`config.mk`:
```
export PLATFORM = sky130hd
export DESIGN_NAME = static_mem_ctrl
export DESIGN_NICKNAME = d
export VERILOG_FILES = /design/src/rtl/static_mem_pkg.sv /design/src/rtl/static_mem_ctrl.sv /design/src/rtl/wait_state_timer.sv
export SDC_FILE = /design/constraint.sdc
export NUM_CORES = 1
export LEC_CHECK = 0
export ABC_AREA = 1
export BUFFER_PORTS_ARGS = -buffer_cell sky130_fd_sc_hd__buf_4
export CAP_MARGIN = 20
export CORE_UTILIZATION = 35
export CTS_CLUSTER_DIAMETER = 120
export CTS_CLUSTER_SIZE = 14
export DETAILED_ROUTE_END_ITERATION = 10
export PLACE_DENSITY = 0.6
export SLEW_MARGIN = 20
export SYNTH_ARGS = -nofsm -noshare
export SYNTH_HDL_FRONTEND = slang
export SYNTH_HIERARCHICAL = 1
export SYNTH_SLANG_ARGS = --single-unit
```
`constraint.sdc`:
```
create_clock -name clk_sys_in -period 3 [get_ports clk_sys_in]
set_input_delay 0.15 -clock clk_sys_in [delete_from_list [all_inputs] [get_ports clk_sys_in]]
set_output_delay 0.15 -clock clk_sys_in [all_outputs]
set_load 0.02 [all_outputs]
```
`src/rtl/static_mem_pkg.sv`:
```
// Constants, register map and state codes of the static memory controller
package static_mem_pkg;
    localparam int               NUM_BANKS      = 6;
    localparam int               NUM_DMA        = 2;
    localparam int               BCR_W          = 15;
    localparam int               REG_AW         = 5;
    localparam int               EXT_AW         = 26;
    localparam logic [4:0]       OFS_BANK0      = 5'h00;
    localparam logic [4:0]       BANK_STRIDE    = 5'h04;
    localparam logic [4:0]       OFS_BUS_CFG    = 5'h18;
    localparam logic [4:0]       OFS_STATUS     = 5'h1c;
    localparam int               WC_W           = 5;
    localparam int               WC1_LSB        = 0;
    localparam int               WC2_LSB        = 5;
    localparam int               WIDTH_LSB      = 10;
    localparam int               PBE_BIT        = 12;
    localparam int               DMA_EN_BIT     = 13;
    localparam int               DMA_CH_BIT     = 14;
    localparam logic [1:0]       WIDTH_8        = 2'h0;
    localparam logic [1:0]       WIDTH_16       = 2'h1;
    localparam logic [BCR_W-1:0] BCR_RESET      = 15'h0bff;
    localparam logic             BUS32_RESET    = 1'b1;
    localparam int               BANK_SEL_LSB   = 26;
    localparam logic [2:0]       BANK_LAST      = 3'h5;
    localparam int               BURST_LSB      = 3;
    localparam logic [1:0]       BURST_LAST     = 2'h3;
    localparam logic [1:0]       SIZE_WORD      = 2'h2;
    localparam int               STAT_STATE_LSB = 0;
    localparam int               STAT_BANK_LSB  = 4;
    localparam int               STAT_WAIT_BIT  = 7;

    typedef enum logic [2:0] {
        ST_IDLE   = 3'b000,
        ST_ACCESS = 3'b001,
        ST_HOLD   = 3'b010,
        ST_RESP   = 3'b011,
        ST_NEXT   = 3'b100
    } bus_state_e;
endpackage : static_mem_pkg

```
`src/rtl/static_mem_ctrl.sv`:
```
// Six-bank static memory controller: selects, wait states, splits, bursts
//
// The implementer's own choices: the register addresses and strobed register access.
`timescale 1ns/1ps
// Function
// - Six active-low bank selects, one at once
// - Each bank has own timing control register
// - Capture read data one edge before release
// - Release select and address edge after capture
// - Programmable wait count holds bus N cycles
// - Asserted external wait freezes bus state
// - Count and wait both end before continuing
// - Wide request to narrow bank splits accesses
// - Assemble split read, hold requester until taken
// - Active-low byte lane masks during writes
// - Burst steps address bits four and three
// - Per-bank page burst enable selects bursts
// - Little-endian byte order on all banks
// - Bank data path 8, 16 or 32 bits
// - Shared bus programmable 16 or 32 bits
// - DMA handshake, two external channels only
module static_mem_ctrl
    import static_mem_pkg::*;
(
    input  wire logic              clk_sys_in,
    input  wire logic              sys_rst_in,
    input  wire logic              clk_en_in,
    input  wire logic [REG_AW-1:0] reg_addr_in,
    input  wire logic [31:0]       reg_wdata_in,
    input  wire logic              reg_wr_in,
    input  wire logic              reg_rd_in,
    output logic [31:0]            reg_rdata_out,
    input  wire logic              req_valid_in,
    input  wire logic              req_write_in,
    input  wire logic [1:0]        req_size_in,
    input  wire logic              req_burst_in,
    input  wire logic [31:0]       req_addr_in,
    input  wire logic [31:0]       req_wdata_in,
    output logic                   req_ready_out,
    output logic                   resp_valid_out,
    input  wire logic              resp_ready_in,
    output logic [31:0]            resp_rdata_out,
    output logic                   resp_error_out,
    output logic [NUM_BANKS-1:0]   bank_select_n_out,
    output logic [EXT_AW-1:0]      ext_addr_out,
    output logic [31:0]            ext_data_out,
    output logic                   ext_data_oe_out,
    input  wire logic [31:0]       ext_data_in,
    output logic                   read_n_out,
    output logic                   write_n_out,
    output logic [3:0]             byte_lane_mask_n_out,
    input  wire logic              ext_wait_n_in,
    input  wire logic [NUM_DMA-1:0] dma_request_in,
    output logic [NUM_DMA-1:0]     dma_request_out,
    output logic [NUM_DMA-1:0]     dma_acknowledge_out,
    input  wire logic [NUM_DMA-1:0] dma_end_of_transfer_in,
    output logic [NUM_DMA-1:0]     dma_end_of_transfer_out
);
    logic [BCR_W-1:0] bank_control_reg [NUM_BANKS];
    logic             bus32_reg;
    bus_state_e       state_reg;
    bus_state_e       state_next;
    logic [2:0]       bank_reg;
    logic             write_reg;
    logic [1:0]       size_reg;
    logic             burst_reg;
    logic             err_reg;
    logic [31:0]      addr_reg;
    logic [31:0]      wdata_reg;
    logic [31:0]      rdata_reg;
    logic [1:0]       part_reg;
    logic [1:0]       beat_reg;

    logic [2:0]       req_bank;
    logic             req_bank_ok;
    logic [BCR_W-1:0] ctrl_req;
    logic [BCR_W-1:0] ctrl_cur;
    logic [1:0]       mw_log;
    logic [1:0]       parts_log;
    logic [1:0]       last_part;
    logic [31:0]      cur_addr;
    logic [1:0]       lane_ofs;
    logic [3:0]       mem_lanes;
    logic [3:0]       req_lanes;
    logic [3:0]       part_lanes;
    logic [4:0]       shamt;
    logic [31:0]      mem_mask32;
    logic [31:0]      rd_mux;
    logic             accept;
    logic             more_beats;
    logic             pins_on;
    logic [WC_W-1:0]  timer_count;
    logic             timer_done;
    logic             wait_active;
    logic [NUM_DMA-1:0] chan_used;

    // Narrow banks and a 16-bit shared bus cap the access width
    function automatic logic [1:0] width_log(input logic [BCR_W-1:0] c,
                                             input logic             b32);
        logic [1:0] w;
        w = c[WIDTH_LSB +: 2];
        if (w == WIDTH_8)
            width_log = 2'h0;
        else if (w == WIDTH_16 || !b32)
            width_log = 2'h1;
        else
            width_log = 2'h2;
    endfunction : width_log

    for (genvar i = 0; i < NUM_BANKS; i++)
    begin : g_bank
        localparam logic [4:0] OFS = 5'(OFS_BANK0 + BANK_STRIDE * i);
        always_ff @(posedge clk_sys_in)
        begin
            if (sys_rst_in)
                bank_control_reg[i] <= BCR_RESET;
            else if (clk_en_in && reg_wr_in && reg_addr_in == OFS)
                bank_control_reg[i] <= reg_wdata_in[BCR_W-1:0];
        end
    end

    always_ff @(posedge clk_sys_in)
    begin
        if (sys_rst_in)
            bus32_reg <= BUS32_RESET;
        else if (clk_en_in && reg_wr_in && reg_addr_in == OFS_BUS_CFG)
            bus32_reg <= reg_wdata_in[0];
    end

    always_comb
    begin
        rd_mux = 32'h0;
        if (reg_addr_in == OFS_BUS_CFG)
            rd_mux[0] = bus32_reg;
        else if (reg_addr_in == OFS_STATUS)
        begin
            rd_mux[STAT_STATE_LSB +: 3] = state_reg;
            rd_mux[STAT_BANK_LSB +: 3]  = bank_reg;
            rd_mux[STAT_WAIT_BIT]       = wait_active;
        end
        else if (reg_addr_in[4:2] <= BANK_LAST && reg_addr_in[1:0] == 2'h0)
            rd_mux[BCR_W-1:0] = bank_control_reg[reg_addr_in[4:2]];
    end

    // Read data only in the cycle after the strobe
    always_ff @(posedge clk_sys_in)
    begin
        if (sys_rst_in)
            reg_rdata_out <= 32'h0;
        else if (clk_en_in)
            reg_rdata_out <= reg_rd_in ? rd_mux : 32'h0;
    end

    assign req_bank    = req_addr_in[BANK_SEL_LSB +: 3];
    assign req_bank_ok = (req_bank <= BANK_LAST);
    assign ctrl_req    = bank_control_reg[req_bank_ok ? req_bank : 3'h0];
    assign ctrl_cur    = bank_control_reg[bank_reg];
    assign mw_log      = width_log(ctrl_cur, bus32_reg);
    assign parts_log   = (size_reg > mw_log) ? size_reg - mw_log : 2'h0;
    assign last_part   = (parts_log == 2'h0) ? 2'h0 : (parts_log == 2'h1) ? 2'h1 : 2'h3;
    assign accept      = req_valid_in && req_ready_out && clk_en_in;
    assign more_beats  = burst_reg && !err_reg && beat_reg != BURST_LAST;
    assign timer_count = write_reg ? ctrl_cur[WC2_LSB +: WC_W] : ctrl_cur[WC1_LSB +: WC_W];

    // Parts walk upward from the lowest byte address
    always_comb
    begin
        cur_addr = addr_reg + (32'(part_reg) << mw_log);
        if (burst_reg)
            cur_addr[BURST_LSB +: 2] = beat_reg;
    end

    // Little-endian lane placement of each narrow part
    always_comb
    begin
        lane_ofs   = cur_addr[1:0] & ~(2'((3'h1 << mw_log) - 3'h1));
        // One lane per byte of the width: 1, 2 or 4 lanes
        mem_lanes  = (mw_log == 2'h0) ? 4'h1 : (mw_log == 2'h1) ? 4'h3 : 4'hf;
        req_lanes  = 4'(((size_reg == 2'h0) ? 4'h1 : (size_reg == 2'h1) ? 4'h3 : 4'hf)
                        << addr_reg[1:0]);
        part_lanes = 4'(req_lanes >> lane_ofs) & mem_lanes;
        shamt      = {lane_ofs, 3'b000};
        mem_mask32 = {{8{mem_lanes[3]}}, {8{mem_lanes[2]}},
                      {8{mem_lanes[1]}}, {8{mem_lanes[0]}}};
    end

    assign req_ready_out = (state_reg == ST_IDLE);

    always_comb
    begin
        state_next = state_reg;
        unique case (state_reg)
            ST_IDLE:
                if (accept)
                    state_next = req_bank_ok ? ST_NEXT : ST_RESP;
            ST_NEXT:
                state_next = ST_ACCESS;
            ST_ACCESS:
                if (timer_done)
                    state_next = ST_HOLD;
            ST_HOLD:
                state_next = (part_reg != last_part) ? ST_NEXT : ST_RESP;
            ST_RESP:
                if (resp_ready_in)
                    state_next = more_beats ? ST_NEXT : ST_IDLE;
            default:
                state_next = ST_IDLE;
        endcase
    end

    always_ff @(posedge clk_sys_in)
    begin
        if (sys_rst_in)
            state_reg <= ST_IDLE;
        else if (clk_en_in)
            state_reg <= state_next;
    end

    always_ff @(posedge clk_sys_in)
    begin
        if (sys_rst_in)
        begin
            bank_reg  <= 3'h0;
            write_reg <= 1'b0;
            size_reg  <= 2'h0;
            burst_reg <= 1'b0;
            err_reg   <= 1'b0;
            addr_reg  <= 32'h0;
            wdata_reg <= 32'h0;
            rdata_reg <= 32'h0;
            part_reg  <= 2'h0;
            beat_reg  <= 2'h0;
        end
        else if (clk_en_in)
        begin
            if (state_reg == ST_IDLE && accept)
            begin
                bank_reg  <= req_bank_ok ? req_bank : 3'h0;
                write_reg <= req_write_in;
                size_reg  <= req_size_in;
                burst_reg <= req_burst_in && ctrl_req[PBE_BIT] && req_size_in == SIZE_WORD
                             && width_log(ctrl_req, bus32_reg) == SIZE_WORD;
                err_reg   <= !req_bank_ok;
                addr_reg  <= req_addr_in;
                wdata_reg <= req_wdata_in;
                rdata_reg <= 32'h0;
                part_reg  <= 2'h0;
                beat_reg  <= 2'h0;
            end
            else if (state_reg == ST_ACCESS && timer_done && !write_reg)
                rdata_reg <= rdata_reg | ((ext_data_in & mem_mask32) << shamt);
            else if (state_reg == ST_HOLD && part_reg != last_part)
                part_reg <= part_reg + 2'h1;
            else if (state_reg == ST_RESP && resp_ready_in && more_beats)
            begin
                beat_reg  <= beat_reg + 2'h1;
                part_reg  <= 2'h0;
                rdata_reg <= 32'h0;
                wdata_reg <= req_wdata_in;
            end
        end
    end

    assign resp_valid_out = (state_reg == ST_RESP);
    assign resp_rdata_out = rdata_reg;
    assign resp_error_out = err_reg;

    wait_state_timer u_timer (
        .clk_sys_in      (clk_sys_in),
        .sys_rst_in      (sys_rst_in),
        .clk_en_in       (clk_en_in),
        .load_in         (state_reg == ST_NEXT),
        .count_in        (timer_count),
        .ext_wait_n_in   (ext_wait_n_in),
        .done_out        (timer_done),
        .wait_active_out (wait_active)
    );

    // Pins follow the next state so select drops exactly one edge after capture
    assign pins_on = (state_next == ST_ACCESS) || (state_next == ST_HOLD);

    always_ff @(posedge clk_sys_in)
    begin
        if (sys_rst_in)
        begin
            bank_select_n_out    <= '1;
            ext_addr_out         <= '0;
            ext_data_out         <= 32'h0;
            ext_data_oe_out      <= 1'b0;
            read_n_out           <= 1'b1;
            write_n_out          <= 1'b1;
            byte_lane_mask_n_out <= 4'hf;
        end
        else if (clk_en_in)
        begin
            bank_select_n_out    <= pins_on ? ~(6'h01 << bank_reg) : 6'h3f;
            ext_addr_out         <= pins_on ? cur_addr[EXT_AW-1:0] : '0;
            ext_data_out         <= wdata_reg >> shamt;
            ext_data_oe_out      <= pins_on && write_reg;
            read_n_out           <= !(pins_on && !write_reg);
            write_n_out          <= !(state_next == ST_ACCESS && write_reg);
            byte_lane_mask_n_out <= !pins_on ? 4'hf : write_reg ? ~part_lanes : 4'h0;
        end
    end

    // A channel is live only when some bank claims it
    always_comb
    begin
        chan_used = '0;
        for (int b = 0; b < NUM_BANKS; b++)
            if (bank_control_reg[b][DMA_EN_BIT])
                chan_used[bank_control_reg[b][DMA_CH_BIT]] = 1'b1;
    end

    always_ff @(posedge clk_sys_in)
    begin
        if (sys_rst_in)
        begin
            dma_request_out         <= '0;
            dma_acknowledge_out     <= '0;
            dma_end_of_transfer_out <= '0;
        end
        else if (clk_en_in)
        begin
            dma_request_out         <= dma_request_in & chan_used;
            dma_end_of_transfer_out <= dma_end_of_transfer_in & chan_used;
            dma_acknowledge_out     <= (pins_on && ctrl_cur[DMA_EN_BIT]) ?
                                       2'(2'h1 << ctrl_cur[DMA_CH_BIT]) : 2'h0;
        end
    end
endmodule : static_mem_ctrl

```
`src/rtl/wait_state_timer.sv`:
```
// Wait-state counter with synchronised external wait input
`timescale 1ns/1ps
module wait_state_timer
    import static_mem_pkg::*;
(
    input  wire logic            clk_sys_in,
    input  wire logic            sys_rst_in,
    input  wire logic            clk_en_in,
    input  wire logic            load_in,
    input  wire logic [WC_W-1:0] count_in,
    input  wire logic            ext_wait_n_in,
    output logic                 done_out,
    output logic                 wait_active_out
);
    logic            wait_meta_reg;
    logic            wait_sync_reg;
    logic [WC_W-1:0] count_reg;

    // Meta stage feeds only the second stage
    always_ff @(posedge clk_sys_in)
    begin
        if (sys_rst_in)
        begin
            wait_meta_reg <= 1'b1;
            wait_sync_reg <= 1'b1;
        end
        else if (clk_en_in)
        begin
            wait_meta_reg <= ext_wait_n_in;
            wait_sync_reg <= wait_meta_reg;
        end
    end

    // Counts on during external wait, so the later of the two ends it
    always_ff @(posedge clk_sys_in)
    begin
        if (sys_rst_in)
            count_reg <= '0;
        else if (clk_en_in)
        begin
            if (load_in)
                count_reg <= count_in;
            else if (count_reg != '0)
                count_reg <= count_reg - 1'b1;
        end
    end

    assign wait_active_out = !wait_sync_reg;
    assign done_out        = (count_reg == '0) && wait_sync_reg && !load_in;
endmodule : wait_state_timer

```
## Word level (Yosys, flattened, before mapping)

Memory sizes are Yosys's and may differ from the RTL's. A register that Yosys moved wholly into a read port is not among the register bits.
Cells that the tools add are included.
Widths: inputs -> output; s select.

| word-level totals | value |
|---|---|
| register bits | 222 |
| bits in writable memories | 90 |
| input port bits | 149 |
| output and inout port bits | 144 |
| word-level logic and storage cells | 266 |
| memories kept | 1 |

Memory list:

| memory | depth | width | rd ports | clocked after Yosys merged registers in | wr ports | line | RTL |
|---|---|---|---|---|---|---|---|
| bank_control_reg | 6 | 15 | 9 | 1 | 6 | static_mem_ctrl.sv:59 | `logic [BCR_W-1:0] bank_control_reg [NUM_BANKS];` |

| operators by class | value |
|---|---|
| add/sub/neg operators | 6 |
| order comparisons | 15 |
| equal/unequal tests | 25 |
| shifts and indexed selects | 8 |
| mux-type cells | 101 |
| bitwise gates (word level) | 20 |
| reduce and logical (&&, ||, !) cells | 64 |

Operators by type and width:

| operator | count |
|---|---|
| $mux 32 | 8 |
| $mux 15 | 8 |
| $mux 2 | 26 |
| $logic_and 1x1->1 | 34 |
| $and 32x32->32 | 1 |
| $or 32x32->32 | 1 |
| $shl 32x5->32 | 1 |
| $shr 32x5->32 | 1 |
| $mux 3 | 10 |
| $mux 1 | 28 |
| $mux 4 | 7 |
| $add 26x26->26 | 1 |
| $mux 26 | 1 |
| $shl 2x2->26 | 1 |
| $eq 5x5->1 const B | 4 |
| $mux 5 | 3 |
| $pmux 3 s5 | 1 |
| $mux 14 | 1 |
| $logic_not 2->1 | 6 |
| $lt 1x2->1 const B | 6 |
| $eq 2x1->1 const B | 5 |
| $eq 5x4->1 const B | 2 |
| $logic_not 5->1 | 2 |
| $or 2x2->2 | 5 |
| 38 further kinds | 76 |

## Logic depth before layout (Yosys ltp)

An unclocked memory read counts as a cell.

| logic depth | value |
|---|---|
| depth in word-level cells | 17 |
| mapped depth | 23 |
| gate-level depth less buffers | 22 |

## Modules after synthesis

Netlist, hierarchy kept.

Modules (own cells, without submodules):

| module | instances | cells each | area each (um2) | sequential area each (um2) |
|---|---|---|---|---|
| static_mem_ctrl | 1 | 1854 | 14096.0 | 6726.5 |
| wait_state_timer | 1 | 60 | 396.6 | 140.1 |

## Worst setup path after synthesis

No wires, ideal clock.

| timing | value |
|---|---|
| path kind | flip-flop to flip-flop |
| start point | reg (tool-made name) |
| end point | reg ext_addr_out[10] |
| library setup time | 132 ps |
| arrival time | 2858 ps |
| required time | 2868 ps |
| slack | 10 ps |
| cell stages (with the launch flop) | 20 |
| period minus slack after synthesis | 2990 ps |
| cell sequence | dfxtp_1 buf_4 nand2_1 o211ai_2 nand2_2 nand2_2 buf_4 nand2_1 nand2_1 o21ai_1 nor2_1 inv_1 fa_1 nand3b_1 nand2_1 nand2_1 a21oi_1 nand3_1 a21oi_1 nor3_1 |

RTL lines:

| what | line | RTL |
|---|---|---|
| end signal, assigned | static_mem_ctrl.sv:297 | `ext_addr_out <= pins_on ? cur_addr[EXT_AW-1:0] : '0;` |
| end, declared | static_mem_ctrl.sv:45 | `output logic [EXT_AW-1:0] ext_addr_out,` |

==> impl_metrics.py <==
metrics = {
    "run_status": {
        "status": "finished, final reports clean",
    },
    "timing": {
        "timing.hold.ws_ps": 1.20,
        "period_share_pct": 94.1,
        "drv_slew": 0,
        "finalWorstSetupSlack_ps": 177,
        "worst_pin_slew_ps": 958,
        "fin_worst_skew_ps": 19.5,
        "slew_headroom_pct": 36.0,
        "hold_violations": 0,
        "rsz0062_at_grt": "yes",
        "period_minus_slack_ps": 2820,
        "max_freq_mhz": 354,
        "report.final.setup_viol": 0,
        "setup_tns_ps": 0,
    },
    "power_and_ir_drop": {
        "p_switching_w": 0.00290,
        "power_density_nw_per_um2": 502,
        "vdd.ir_drop.worst_uv": 357,
        "p_int_w": 0.00667,
        "share_comb_of_total_power_pct": 20.8,
        "p_clk_share_pct": 31.9,
        "power.leakage_nw": 8.17,
        "seqPwrFrac_pct": 47.3,
        "total_power_w": 0.00957,
        "p_sw_share_pct": 30.3,
    },
    "critical_path": {
        "r2r-end": "ext_data_out[9]",
        "crit_buf_inv": 5,
        "critPathTopFamily": "simple AND/OR/NAND/NOR gates",
        "cp_cell_sequence": "buf_4 -> o211ai_4 -> nand2_2 -> nand2_4 -> nand2_2 -> nand2_1 -> o21ai_1 -> nor2_1 -> inv_1 -> fa_2 -> inv_1 -> nand2_4 -> nand2_2 -> inv_4 -> clkbuf_16 -> o211ai_1 -> a21oi_1",
        "max_stage_delay_ps": 540,
        "required_ps": 3480,
        "start_kind": "flop",
        "worst_ep_arrival_time_ps": 3300,
        "crit_top_cell": "nand2_2",
        "worst-path-stages": 17,
        "endpoint_kind": "flop",
        "regToRegSetupSlack_ps": 180,
        "slowest_stage": "fa_2",
        "reg2reg_depth": 17,
        "critical_path_class": "reg2reg",
        "path_max_fanout": 16,
    },
    "cells_and_area": {
        "stdcell_count": 2821,
        "largest_reg_flops": 90,
        "syn_to_final_growth_pct": 31.4,
        "nets": 2440,
        "diodes": 0,
        "drive_gt1_share_pct": 17.8,
        "fill_cells": 3983,
    },
    "floorplan": {
        "io_pins": 293,
        "dieArea_um2": 42200,
        "dieWidth_um": 205,
        "die_y_um": 205,
        "rows": 74,
        "core_um2": 40800,
        "start_util_pct": 35.5,
    },
    "clock_tree": {
        "cts_made_buffers": 25,
        "tritoncts": "built",
        "cts.sinks": 298,
        "clock_latency_ps": 560,
        "cts.clk_slew.worst_paths_ps": 70,
        "h-tree-depth": 1,
        "cts_root_buf": "clkbuf_16",
        "clock_path_buffers": 3,
    },
    "routing": {
        "wl_per_cell_um": 17.7,
        "drt_iter0_drc": 1010,
        "dr.pass1.iters": 7,
        "ant_nets": 0,
        "postRouteWirelength_um": 50000,
        "drc": 0,
        "routed-via-count": 14500,
        "routed_via_density": 5.13,
    },
    "placement": {
        "place_congestion": 0.907,
        "dp.cells": 2658,
        "io_buffer_count": 255,
        "dpl_worst_slack_ps": -63.3,
        "hpwl_um": 34900,
    },
    "min_path": {
        "min_path_cells": 5,
        "whs_endpoint": "resp_rdata_out[23]",
        "hold_class": "in2reg",
        "hp-start": "ext_data_in[23]",
    },
    "grt": {
        "antenna_found_initial": 0,
        "grt_use_total_pct": 22.8,
        "grt_pass1_vias": 13700,
        "grt_pass1_wl_um": 74800,
        "grt_max_degree": 63,
        "grt_overflow": 0,
    },
    "logic_synthesis": {
        "yosys_warnings": 6,
        "yosysMostFrequentCell": "nand2_1",
        "synth_edf_count": 90,
        "ys_seq_area_share_pct": 47.4,
        "syn_area_per_cell_um2": 7.57,
        "synth_area_um2": 14500,
        "synth_top_area_cell": "dfxtp_1",
        "ys_top_cells_by_area": "dfxtp_1, edfxtp_1, nand2_1",
        "yosysUniqueCellTypes": 53,
        "synth_ff_type": "dfxtp_1",
        "synth_top_area_share_pct": 28.7,
        "async_reset_ff_share_pct": 0,
        "synthCells": 1914,
        "ys_seq_elements": 298,
        "synthTopCellsByCount": "nand2_1, a21oi_1, dfxtp_1, inv_1, nor2_1",
    },
    "flow_run": {
        "drv_cap": 0,
    },
}
-- area by class of cell --
class                      count  area, um^2  area share, %
clock buffer                  34         659           3.46
inverter                     215         812           4.26
tap                          532         666           3.49
timing repair buffer         441        3690           19.4
clock inverter                 2        20.0          0.105
sequential                   298        6870           36.1
multi-input combinational   1299        6330           33.2
-- power groups by stage --
stage	Sequential, W	Combinational, W	Clock (W)
after floorplan	0.00466	0.00106	0
after global placement	0.00461	0.00177	0
after detailed placement	0.00461	0.00179	0
after CTS	0.00452	0.00194	0.00312
after global routing	0.00455	0.00217	0.00327
final	0.00453	0.00199	0.00306
-- placed cells by master, fill, tap and decap left out, types with 18 or more instances in the layout --
cell type      instances
nor2_1               151
nand3_1              109
clkbuf_16             26
inv_1                202
dlygate4sd3_1        120
nand2_1              443
buf_4                315
dfxtp_1              206
edfxtp_1              90
nand4_1               25
o21ai_0              131
o21ai_1               21
conb_1                18
a21oi_1              222
-- kinds of logic (layout without fill, tap and decap cells) --
| family | Yosys count | count (layout) | share of synthesized area [%] |
|---|---|---|---|
| AND/OR/NAND/NOR | 784 | 784 | 22.8 |
| AO/OA/AOI/OAI | 474 | 474 | 18.1 |
| buffers and inverters | 334 | 692 | 9.83 |
| flip-flops | 298 | 298 | 47.4 |
| adder cells (fa/ha/maj) | 11 | 11 | 1.05 |
| XOR/XNOR | 7 | 7 | 0.423 |
| multiplexers | 5 | 5 | 0.345 |
| other | 1 | 18 | 0.0259 |
-- worst max path at each step --
stage / start / to / slack (ps)
floorplan: flop / ext_addr_out[10] / 10
global placement: flop / ext_addr_out[16] / -10
detailed placement: flop / ext_addr_out[24] / -60
CTS: flop / ext_addr_out[24] / 30
global route: flop / ext_addr_out[17] / -40
finish: flop / ext_data_out[9] / 180
-- per-layer routing --
layer / up-vias / track usage [%] / routed length (um)
met2: 533 / 37.6 / 23500
met3: 116 / 3.56 / 3190
li1: 7048 / - / -
met4: 0 / 10.2 / 2170
met5: - / 0 / 0
met1: 6774 / 29.2 / 21100
-- worst reg2reg max path, delay by kind of cell (launching register included) --
| family | cells | cell delay (ps) |
|---|---|---|
| AND/OR/NAND/NOR | 7 | 710 |
| flip-flops | 1 | 370 |
| AO/OA/AOI/OAI | 4 | 540 |
| adder cells (fa/ha/maj) | 1 | 540 |
| buffers and inverters | 5 | 590 |
-- stage by stage --
step	utilization, %	instance area [um^2]
3_5_place_dp	41.7	17000
2_1_floorplan	-	14600
5_1_grt	46.7	19000
4_1_cts	46.3	18900
3_3_place_gp	41.7	17000
6_report	46.7	19000
-- repair_timing --
| action | in CTS | in global routing |
|---|---|---|
| gates cloned | 0 | 1 |
| pin swaps | 0 | 4 |
| endpoints found under the setup margin | 7 | 90 |
| resized for setup | 3 | 26 |
| hold buffers | 120 | 0 |
| endpoints found under the hold margin | 178 | 0 |
| buffers inserted | 0 | 6 |
Note: power is estimated with default switching activity, not from simulation.
